**config.mk**
```make
export PLATFORM = sky130hd
export DESIGN_NAME = asrp_host
export DESIGN_NICKNAME = d
export VERILOG_FILES = /design/src/inc/asrp_pkg.sv /design/src/logic/asrp_host.sv
export SDC_FILE = /design/constraint.sdc
export NUM_CORES = 1
export LEC_CHECK = 0
export CAP_MARGIN = 20
export CORE_MARGIN = 8
export CORE_UTILIZATION = 53
export DETAILED_ROUTE_END_ITERATION = 7
export DONT_BUFFER_PORTS = 1
export MAX_ROUTING_LAYER = met4
export PLACE_DENSITY_LB_ADDON = 0.08
export SYNTH_ARGS = -nofsm -noshare
export SYNTH_HDL_FRONTEND = slang
export SYNTH_SLANG_ARGS = --single-unit
```
**constraint.sdc**
```tcl
create_clock -name clock_i -period 1.9 [get_ports clock_i]
set_input_delay 0 -clock clock_i [delete_from_list [all_inputs] [get_ports clock_i]]
set_output_delay 0 -clock clock_i [all_outputs]
set_load 0.05 [all_outputs]
```
**src/inc/asrp_pkg.sv**
```systemverilog
`default_nettype none
package asrp_pkg;

  localparam int unsigned ADDR_W = 13;
  localparam int unsigned DATA_W = 8;

  // clock period in ps
  localparam int unsigned CLK_PERIOD_PS = 25000;

  // slowest grade figures, in ns
  localparam int unsigned ACCESS_NS     = 35;
  localparam int unsigned OE_ACCESS_NS  = 15;
  localparam int unsigned HOLD_NS       = 5;
  localparam int unsigned SETUP_NS      = 12;
  localparam int unsigned FLOAT_NS      = 8;
  localparam int unsigned STROBE_NS     = 20;
  localparam int unsigned ADDR_SETUP_NS = 0;

  // least times round up to whole cycles, at least one
  function automatic int unsigned ns_to_cyc(input int unsigned ns);
    int unsigned c;
    c = (ns * 1000 + CLK_PERIOD_PS - 1) / CLK_PERIOD_PS;
    return (c < 1) ? 1 : c;
  endfunction

  localparam int unsigned READ_CYC   = ns_to_cyc(ACCESS_NS);
  localparam int unsigned FLOAT_CYC  = ns_to_cyc(FLOAT_NS);
  localparam int unsigned SETUP_CYC  = ns_to_cyc(SETUP_NS);
  localparam int unsigned STROBE_CYC = ns_to_cyc(STROBE_NS);
  localparam int unsigned ASU_CYC    = ns_to_cyc(ADDR_SETUP_NS);
  localparam int unsigned WRITE_CYC  = (STROBE_CYC > FLOAT_CYC + SETUP_CYC) ?
                                       STROBE_CYC : FLOAT_CYC + SETUP_CYC;
  localparam int unsigned CNT_W      = 4;

  typedef enum logic [3:0] {
    ST_IDLE  = 4'h1,
    ST_READ  = 4'h2,
    ST_WRITE = 4'h4,
    ST_END   = 4'h8
  } asrp_state_e;

  typedef struct packed {
    logic              write;
    logic [ADDR_W-1:0] addr;
    logic [DATA_W-1:0] wdata;
  } asrp_req_s;

  typedef struct packed {
    logic              select_active_low_n;
    logic              select_active_high;
    logic              out_en_n;
    logic              strobe_n;
    logic [ADDR_W-1:0] addr;
  } asrp_pins_s;

endpackage
`default_nettype wire

```
**src/logic/asrp_host.sv**
```systemverilog
// What this block does
// - a write opens by taking both selects active and the strobe low in one cycle.
// - the write ends when the strobe rises, which this host does before either select moves.
// - write data is set up a cycle before the window, driven from the edge that opens it and held through the terminating rise.
// - the host drives data pins only while output enable is high during writes.
// - the write window lasts at least the strobe-to-float delay plus data set-up.
// - the address is stable before the window opens and held until after it closes.
`timescale 1ns/1ps
`default_nettype none
module asrp_host
  import asrp_pkg::*;
(
  input  wire logic              clock_i,
  input  wire logic              rst_i,
  input  wire logic              req_valid_i,
  output logic                   req_ready_o,
  input  wire asrp_req_s         req_i,
  output logic                   rsp_valid_o,
  output logic [DATA_W-1:0]      rsp_data_o,
  output asrp_pins_s             pins_o,
  input  wire logic [DATA_W-1:0] data_pins_i,
  output logic [DATA_W-1:0]      data_pins_o,
  output logic                   data_pins_oe_o
);

  // ********************************
  // sequencing
  // ********************************
  asrp_state_e      state_q;
  logic [CNT_W-1:0] cnt_q;

  assign req_ready_o = (state_q == ST_IDLE);

  always_ff @(posedge clock_i or posedge rst_i) begin
    if (rst_i) begin
      state_q <= ST_IDLE;
      cnt_q   <= '0;
    end else begin
      unique case (state_q)
        ST_IDLE: begin
          cnt_q <= '0;
          if (req_valid_i) begin
            state_q <= req_i.write ? ST_WRITE : ST_READ;
          end
        end
        ST_READ: begin
          cnt_q <= cnt_q + 1'b1;
          if (cnt_q == CNT_W'(READ_CYC)) begin
            state_q <= ST_END;
          end
        end
        ST_WRITE: begin
          cnt_q <= cnt_q + 1'b1;
          if (cnt_q == CNT_W'(WRITE_CYC - 1)) begin
            state_q <= ST_END;
          end
        end
        ST_END: begin
          state_q <= ST_IDLE;
        end
      endcase
    end
  end

  // address and write data launch with the take, a full cycle ahead of the window
  always_ff @(posedge clock_i or posedge rst_i) begin
    if (rst_i) begin
      pins_o.addr <= '0;
      data_pins_o <= '0;
    end else if (req_valid_i && req_ready_o) begin
      pins_o.addr <= req_i.addr;
      data_pins_o <= req_i.wdata;
    end
  end

  // ********************************
  // pin drive
  // ********************************
  // selects stay active in ST_END so the strobe alone terminates the write
  always_ff @(posedge clock_i or posedge rst_i) begin
    if (rst_i) begin
      pins_o.select_active_low_n <= 1'b1;
      pins_o.select_active_high  <= 1'b0;
    end else begin
      unique case (state_q)
        ST_IDLE: begin
          pins_o.select_active_low_n <= 1'b1;
          pins_o.select_active_high  <= 1'b0;
        end
        ST_READ, ST_WRITE, ST_END: begin
          pins_o.select_active_low_n <= 1'b0;
          pins_o.select_active_high  <= 1'b1;
        end
      endcase
    end
  end

  // strobe low only in ST_WRITE: a read or an idle host can never alter the array
  always_ff @(posedge clock_i or posedge rst_i) begin
    if (rst_i) begin
      pins_o.strobe_n <= 1'b1;
    end else begin
      pins_o.strobe_n <= (state_q != ST_WRITE);
    end
  end

  always_ff @(posedge clock_i or posedge rst_i) begin
    if (rst_i) begin
      pins_o.out_en_n <= 1'b1;
    end else begin
      pins_o.out_en_n <= (state_q != ST_READ);
    end
  end

  // drive outlives the strobe by one cycle, giving a full cycle of data hold after the terminating rise
  always_ff @(posedge clock_i or posedge rst_i) begin
    if (rst_i) begin
      data_pins_oe_o <= 1'b0;
    end else if (state_q == ST_WRITE) begin
      data_pins_oe_o <= 1'b1;
    end else if (state_q != ST_END) begin
      data_pins_oe_o <= 1'b0;
    end
  end

  // ********************************
  // read capture
  // ********************************
  always_ff @(posedge clock_i or posedge rst_i) begin
    if (rst_i) begin
      rsp_valid_o <= 1'b0;
      rsp_data_o  <= '0;
    end else begin
      rsp_valid_o <= 1'b0;
      if (state_q == ST_READ && cnt_q == CNT_W'(READ_CYC)) begin
        rsp_valid_o <= 1'b1;
        rsp_data_o  <= data_pins_i;
      end
    end
  end
endmodule
`default_nettype wire

```
==> Word-level counts from Yosys, hierarchy flattened <==
Cells that the tools add are included.
W data, S select, Z words.
{ "op_classes": {"addsub": 1, "n_eq_ne": 12, "mux": 10, "n_reduce_logical": 7} }
{ "op_table": {"columns": ["op", "count"], "rows": [
  ["$pmux W4 S4", 1],
  ["$mux W4", 3],
  ["$eq A4 B1 Y1 const B", 2],
  ["$eq A4 B2 Y1 const B", 2],
  ["$pmux W4 S2", 1],
  ["$add A4 B1 Y4 const B", 1],
  ["$eq A4 B3 Y1 const B", 1],
  ["$eq A4 B4 Y1 const B", 1],
  ["$ne A2 B2 Y1 const B", 2],
  ["$ne A4 B2 Y1 const B", 1],
  ["$ne A4 B3 Y1 const B", 1],
  ["$ne A4 B4 Y1 const B", 1],
  ["$pmux W2 S2", 1],
  ["$reduce_bool A2 Y1", 2],
  ["$mux W1", 3],
  ["$mux W3", 1],
  ["$reduce_and A3 Y1", 1],
  ["$reduce_or A3 Y1", 1],
  ["$logic_and A1 B1 Y1", 2],
  ["$ne A2 B1 Y1 const B", 1],
  ["$reduce_or A2 Y1", 1]
]} }
{ "totals": {"reg_bits": 43, "in_bits": 33, "output_inout_bits": 36, "word_cells": 41} }

==> Longest topological paths before layout <==
Gate-level depths: netlist of run 1.
{ "logic_depth": {"word_depth": 3, "mapped_depth": 5, "ltp_nobuf": 5} }

==> Worst setup path before layout of run 1 <==
No wires, ideal clock.
{ "synth_timing": {"path_kind": "reg2reg", "start": "reg state_q[0]", "end": "reg data_pins_o[0]", "setup_time_ns": 0.125, "arrival_ns": 3.326, "t_required_ns": 1.775, "setup_slack_ns": -1.551, "stages_incl_launch_ff": 5, "path_buffers": 1, "period_less_slack_ns": 3.451, "cell_sequence": "dfstp_2 nor4b_1 nand2_1 clkbuf_1 mux2_2"} }
{ "synth_via": {"elab_chain_cells": 2} }
{ "synth_rtl": {"columns": ["item", "line_no", "rtl"], "rows": [
  ["start: declaration", "asrp_host.sv:29", "asrp_state_e state_q;"],
  ["start signal: assignment", "asrp_host.sv:43", "state_q <= req_i.write ? ST_WRITE : ST_READ;"],
  ["$eq A4 B1 Y1", "asrp_host.sv:32", "assign req_ready_o = (state_q == ST_IDLE);"],
  ["net req_ready_o", "asrp_host.sv:16", "output logic req_ready_o,"],
  ["$logic_and A1 B1 Y1", "asrp_host.sv:70", "end else if (req_valid_i && req_ready_o) begin"],
  ["end signal: assignment", "asrp_host.sv:72", "data_pins_o <= req_i.wdata;"],
  ["end: declaration", "asrp_host.sv:22", "output logic [DATA_W-1:0] data_pins_o,"]
]} }
The timed path passes the listed nets, and every way through them passes these cells.
A chain may end at the register's enable or synchronous reset.

==> Worst setup path after layout of run 1 <==
{ "layout_timing": {"start": "reg state_q[2]", "end": "reg rsp_data_o[0]"} }
{ "layout_via": {"elab_chain_cells": 2} }
{ "layout_rtl": {"columns": ["item", "line_no", "rtl"], "rows": [
  ["$eq A4 B2 Y1", "asrp_host.sv:135", "if (state_q == ST_READ && cnt_q == CNT_W'(READ_CYC)) begin"],
  ["$logic_and A1 B1 Y1", "asrp_host.sv:135", null],
  ["end signal: assignment", "asrp_host.sv:137", "rsp_data_o <= data_pins_i;"],
  ["end: declaration", "asrp_host.sv:19", "output logic [DATA_W-1:0] rsp_data_o,"]
]} }
Every way passes these cells.

==> results of run 1 <==
[final cells by class]
cell class | instances | share of cell area [%]
flip-flops and latches | 43 | 44.9
clock buffers | 5 | 1.56
inverters | 7 | 1.09
repair buffers | 43 | 16.7
well taps | 46 | 2.39
multi-input cells | 82 | 31.6
clock inverters | 3 | 1.82
[through the flow]
step	utilization, %	hold WS, ps
after global placement	59.1	-129
after detailed placement	59.1	-120
after CTS	71.7	58.9
after floorplan	-	99.9
final	71.7	74.9
after global routing	71.7	97.9
[power groups by stage]
stage / clock, mW / combinational [mW] / sequential, mW
2_1_floorplan: 0 / 0.868 / 2.82
6_report: 0.561 / 1.24 / 2.84
4_1_cts: 0.580 / 1.25 / 2.85
5_1_grt: 0.613 / 1.38 / 2.90
3_3_place_gp: 0 / 1.12 / 2.85
3_5_place_dp: 0 / 1.16 / 2.86
[critical path: stages, from the launching register on]
cell     delay, ps
dfrtp_1        400
or4b_4         530
or4b_4         600
mux2_4         330
[state kept, by name, indices dropped and copies added (netlist names)]
signal	count
pins_o	17
data_pins_o	8
rsp_data_o	8
cnt_q	4
state_q	4
data_pins_oe_o	1
rsp_valid_o	1
[synthesized netlist by cell type]
master | count | share of area [%]
a211oi_1 | 3 | 1.2
dfrtp_1 | 39 | 52
clkbuf_1 | 5 | 1.0
or4b_4 | 2 | 1.5
nor2_1 | 4 | 0.80
nor3_1 | 1 | 0.27
a211o_1 | 1 | 0.47
dfstp_2 | 4 | 5.6
nand3b_1 | 3 | 1.2
o311a_1 | 1 | 0.53
nor4b_1 | 2 | 0.93
o21ai_0 | 2 | 0.53
a21oi_1 | 3 | 0.80
nor3b_1 | 2 | 0.80
a21o_1 | 2 | 0.80
buf_2 | 1 | 0.27
nand2_1 | 3 | 0.60
mux2_2 | 21 | 13
and3_1 | 2 | 0.67
a311oi_1 | 3 | 1.4
inv_1 | 7 | 1.4
or2_2 | 1 | 0.33
nor4_1 | 1 | 0.33
and2_1 | 1 | 0.33
buf_6 | 1 | 0.60
xor2_1 | 1 | 0.47
o21a_1 | 1 | 0.40
mux2_4 | 8 | 6.4
or4b_2 | 1 | 0.53
o31ai_1 | 2 | 0.80
nand2b_1 | 1 | 0.33
ha_1 | 3 | 2.0
nor2b_1 | 4 | 1.3
a31oi_1 | 2 | 0.67
[cells in the final DEF, fill, tap and decap left out, types with 4 or more instances in the layout]
| master | instances |
|---|---|
| mux2_4 | 8 |
| inv_1 | 6 |
| dfrtp_1 | 39 |
| dfstp_2 | 4 |
| dlygate4sd3_1 | 32 |
| buf_4 | 11 |
| nor2b_1 | 4 |
| clkbuf_4 | 5 |
| nor2_1 | 4 |
| mux2_2 | 21 |
[repair_timing]
item                                    CTS  global route
hold buffers                             32             0
gates resized for setup                   1             0
hold endpoints to repair                 71             0
pin swaps                                 1             1
setup buffers                             1             0
gates cloned                              1             0
endpoints found under the setup margin    8             8
[metal layers]
| metal | track usage, % | routed length (um) | vias to the layer above |
|---|---|---|---|
| met5 | - | 0 | - |
| met4 | 3.20 | 25 | 0 |
| met3 | 6.05 | 384 | 4 |
| met2 | 24.0 | 2020 | 51 |
| met1 | 18.2 | 1680 | 586 |
| li1 | - | - | 580 |
[logic make-up after synthesis]
| family | synth area share [%] |
|---|---|
| mux | 19.0 |
| flops | 57.7 |
| fa+ha+maj | 2.00 |
| xor+xnor | 0.467 |
| buf+inv | 3.27 |
| simple gates | 9.95 |
| compound gates | 7.61 |
[worst paths after layout]
kind,depth (start not counted),to,startpoint
worst max-delay path,3,rsp_data_o[0]$_DFFE_PP0P_,state_q[2]$_DFFE_PP0P_
worst min-delay path,2,pins_o[3]$_DFFE_PP0P_,rst_i
worst max register to register,3,rsp_data_o[0]$_DFFE_PP0P_,state_q[2]$_DFFE_PP0P_
worst min register to register,2,cnt_q[0]$_DFFE_PP0P_,cnt_q[0]$_DFFE_PP0P_
max in group asynchronous,3,pins_o[13]$_DFF_PP1_,rst_i
min in group clock_i,3,state_q[1]$_DFFE_PP0P_,req_valid_i
==> metrics.md, run 1 <==
| Metric | Value |
|---|---|
| F_max | between 0.5 and 0.6 GHz |
| Worst Setup Path Type | flip-flop to flip-flop |
| Share of cells above drive strength 1 | approximately a third |
| Vias/cell | roughly 5.3 |
| Area added between synthesis and finish | 28.6% |
| Number of diodes | 0 |
| CP Capture Type | flip-flop |
| Clock buffer depth | 2 |
| RSZ-0062 raised after global routing | yes |
| I/O Buffers | 0 |
| Die Wd | around 75 um |
| Synth Cell Area | 1870 um^2 |
| Final critical-path required period | about 2000 ps |
| Die area | approximately 5700 um^2 |
| Global route overflow | 0 |
| Clock-pin slew on the worst setup and hold paths | between 100 and 150 ps |
| First-pass GRT wire length | approximately 6400 um |
| Post-route cell area | about 2400 um^2 |
| Synthesized net count | roughly 170 |
| Tightest Pin Transition | 502 ps |
| Worst setup SP type | flip-flop |
| Post-route insts no fill | 229 |
| Via count | between 1000 and 1500 |
| Iter 0 DRT Violations | between 40 and 50 |
| Avg Cell Area, Syn | roughly 14 um^2 |
| Crit Path Max Fanout | 5 |
| Power share of the sequential group | 61.2% |
| ANT nets after route | 0 |
| FF-to-FF setup slack | -70 ps |
| Synth warnings | 0 |
| Status | finished with violations |
| Routed len/inst | about 18 um |
| Fin Setup TNS | -473 ps |
| Placed cell areas | approximately 2000 um^2 |
| H-Tree Level Count | 2 |
| Hold Fails Final Rpt | 0 |
| Multi-input gate area | between 700 and 800 um^2 |
| Detailed Route WL | between 4000 and 5000 um |
| Seq/Total Area, Yosys | slightly below 60% |
| Cell Pwr Density | just under 2000 nW/um^2 |
| Root Driver | clkbuf_4 |
| Vias in the first global route | roughly 1300 |
| Initial Utilization | 55.7% |
| Yosys reg bits | 43 |
| Max rail drop VDD | 1.08 mV |
| Sequential cell area | 1080 um^2 |
| Clk network pwr share | between 10% and 20% |
| Gpl congestion | about 0.76 |
| Power, Total | ~4.6 mW |
| PnR worst setup slack | -68.8 ps |
| DR pass1 iterations | 5 |
| CTS Buf Count | 5 |
| # clock sinks | 43 |
| Fillers | 253 |
| DRC | 0 |
| # nets final | around 220 |
| Sw Share | 50.2% |
| Worst-Skew Late Latency | ~340 ps |
| Worst EP required | between 2000 and 2500 ps |
| CTS tree | done |
| Site Rows | 21 |
| Pre-CTS setup slack | -99.6 ps |
| Share of total power in combinational logic | about a quarter |
| # setup viols final | 8 |
| DP Wirelength | about 2900 um |
| Relative slew slack | roughly 66% |
| Cell variety after synth | 34 |
| Largest net degree at the start of global routing | 29 |
| Syn Inst Count | between 100 and 150 |
| Core Area | between 3000 and 4000 um^2 |
| Int Power | around 2.3 mW |
| Failing checks | setup timing |
| Leak | between 1 and 1.5 nW |
| Pins Over Slew Limit | 0 |
| Die Ht | about 75 um |
| Worst hold path class | input port to async pin |
| Worst EP arrival | about 2200 ps |
| Psw | about 2.3 mW |
| Gr usage total | about 15% |
| Max cap viols | 0 |
| Final clock skew | approximately 4.8 ps |
| Final Cycle Share | 104% |
| Initial antenna violation count | 0 |
| I/O pins | roughly 70 |
| DP Cell Count | approximately 190 |
Note: power is estimated with default switching activity, not from simulation.
==> run 2, diff against run 1 <==
Settings changed: REMOVE_ABC_BUFFERS from default to 1.
==> run 2 against run 1 <==
The run still ends with setup timing left. Critical endpoint is now rsp_data_o[2]$_DFFE_PP0P_. Final cell count unchanged. Non-clock buffer count did not move. Combinational power about the same. Routed wire length up 4.0%. Global-route usage is 0.67 points higher. Sequential power about the same. Maximum frequency up 1.8%. Critical path type unchanged. Clock power shrank 3%.
==> metrics.md, run 2 (synthesis results as in run 1) <==
| Metric | Value |
|---|---|
| Status | finished with violations |
| Failing checks | setup timing |
| Vias/cell | about 5.4 |
| Share of cells above drive strength 1 | 30.6% |
| ANT nets after route | 0 |
| # nets final | 218 |
| Psw | 2.32 mW |
| Cell Pwr Density | ~1900 nW/um^2 |
| Sw Share | about half |
| Pre-CTS setup slack | -98.3 ps |
| Slowest stage delay, CP | between 500 and 600 ps |
| Final clock skew | around 12 ps |
| Die Ht | approximately 75 um |
| Via count | ~1200 |
| DP Cell Count | between 150 and 200 |
| Clock buffer depth | 2 |
| Int Power | 2.32 mW |
| First-pass GRT wire length | between 6000 and 7000 um |
| Worst R2R End | rsp_data_o[2]$_DFFE_PP0P_ |
| Most frequent cells in the layout | dfrtp_1, dlygate4sd3_1, mux2_2 |
| Pins Over Slew Limit | 0 |
| Cell family with most CP delay | simple AND/OR/NAND/NOR gates |
| Worst-Skew Late Latency | 340 ps |
| # clock sinks | 43 |
| Die area | 5690 um^2 |
| Die Wd | around 75 um |
| PnR worst setup slack | -34.1 ps |
| Root Driver | clkbuf_4 |
| Largest register FFs | 17 |
| Worst setup SP type | flip-flop |
| Final critical-path required period | roughly 1900 ps |
| DR pass1 iterations | 4 |
| Detailed Route WL | 4280 um |
| Relative slew slack | between 50% and 60% |
| Iter 0 DRT Violations | 39 |
| Routed len/inst | roughly 19 um |
| Worst Setup Path Type | flip-flop to flip-flop |
| CTS Buf Count | 5 |
| Clk network pwr share | a little under an eighth |
| Final Cycle Share | 102% |
| Share of total power in combinational logic | a little over a quarter |
| Final Core Density | a little under three quarters |
| RR Startpoint | state_q[0]$_DFFE_PP1P_ |
| F_max | slightly above 0.5 GHz |
| Power share of the sequential group | between 60% and 70% |
| Area added between synthesis and finish | 27.8% |
| CP max stage cell | or4b_4 |
| Hold Fails Final Rpt | 0 |
| H-Tree Level Count | 2 |
| CTS tree | done |
| Site Rows | 21 |
| Crit-path cells | or4b_4, or4b_4, mux2_4 |
| RSZ-0062 raised after global routing | yes |
| Largest Register | pins_o |
| Worst EP required | between 2000 and 2500 ps |
| Initial Utilization | 55.7% |
| DRC | 0 |
| Worst EP arrival | approximately 2200 ps |
| DP Wirelength | roughly 2800 um |
| Leak | 1.14 nW |
| Number of diodes | 0 |
| I/O pins | 69 |
| Gpl congestion | 0.828 |
| Cell repeated most along the worst path | or4b_4 |
| Fin Setup TNS | -165 ps |
| CP Capture Type | flip-flop |
| # setup viols final | 7 |
| Global route overflow | 0 |
| CP bufs+invs | 0 |
| Max rail drop VDD | 1.15 mV |
| Worst r2r path cells | 3 |
| Commonest non-fill, non-tap cell in the layout | dfrtp_1 |
| Post-route insts no fill | around 230 |
| Tightest Pin Transition | approximately 740 ps |
| Largest regs | pins_o: 17 flops, data_pins_o: 8 flops, rsp_data_o: 8 flops |
| Largest net degree at the start of global routing | 23 |
| Vias in the first global route | about 1300 |
| Crit Path Max Fanout | 5 |
| Clock-pin slew on the worst setup and hold paths | ~120 ps |
| Gr usage total | between 10% and 20% |
| Worst hold path class | input port to async pin |
| Initial antenna violation count | 0 |
| Max cap viols | 0 |
| I/O Buffers | 0 |
| Core Area | 3360 um^2 |
| FF-to-FF setup slack | -30 ps |
[run 2: changes by cell type in the layout (fill, tap and decap cells not counted)]
cell      previous run  this run
clkbuf_1             0         2
clkinv_2             1         0
clkinv_4             1         0
nor4b_2              0         1
nor4b_4              1         0
[run 2: layout make-up]
class                           count  area (um^2)
Clock buffer                        7         45.0
Clock inverter                      1         30.0
Fill cell                         245          968
Inverter                            7         26.3
Multi-Input combinational cell     82          752
Sequential cell                    43         1080
Tap cell                           46         57.6
Timing Repair Buffer               43          403
[run 2: stage by stage]
step	power [mW]	instance area, um^2	hold slack [ps]
final	4.63	2390	143
after global routing	4.86	2390	172
after CTS	4.65	2390	137
after detailed placement	4.02	1980	-34.9
after global placement	3.96	1980	-49.8
after floorplan	3.65	1840	99.9
[run 2: how the worst max path moves through the flow]
stage / start / endpoint / slack, ps / depth (start not counted)
2_1_floorplan: state_q[0]$_DFFE_PP1P_ / data_pins_o[0]$_DFFE_PP0P_ / -2310 / 3
5_1_grt: state_q[2]$_DFFE_PP0P_ / rsp_data_o[0]$_DFFE_PP0P_ / -60 / 3
4_1_cts: state_q[2]$_DFFE_PP0P_ / rsp_data_o[1]$_DFFE_PP0P_ / -80 / 3
3_5_place_dp: state_q[3]$_DFFE_PP0P_ / rsp_data_o[2]$_DFFE_PP0P_ / -100 / 3
6_report: state_q[0]$_DFFE_PP1P_ / rsp_data_o[2]$_DFFE_PP0P_ / -30 / 3
3_3_place_gp: state_q[3]$_DFFE_PP0P_ / rsp_data_o[5]$_DFFE_PP0P_ / -70 / 3
[run 2: power groups by stage]
stage | Combinational (mW) | Sequential [mW] | Clock (mW)
3_3_place_gp | 1.11 | 2.85 | 0
5_1_grt | 1.37 | 2.89 | 0.594
3_5_place_dp | 1.17 | 2.85 | 0
4_1_cts | 1.25 | 2.84 | 0.560
2_1_floorplan | 0.808 | 2.84 | 0
6_report | 1.25 | 2.84 | 0.542
[run 2: routing by layer]
| metal | routed length (um) | GRT usage [%] | share of wire, % | vias to the layer above |
|---|---|---|---|---|
| met5 | 0 | - | 0 | - |
| met4 | 25 | 5.12 | 0.58 | 0 |
| met1 | 1790 | 18.6 | 42 | 611 |
| li1 | - | - | - | 581 |
| met2 | 2160 | 25.6 | 50 | 40 |
| met3 | 299 | 5.00 | 7.0 | 2 |
[run 2: timing repair]
item,CTS,global route
hold endpoints to repair,53,0
cloned,1,0
endpoints found under the setup margin,8,8
hold buffers,32,0
setup buffers,1,0
resized for setup,1,0
pin swaps,3,2
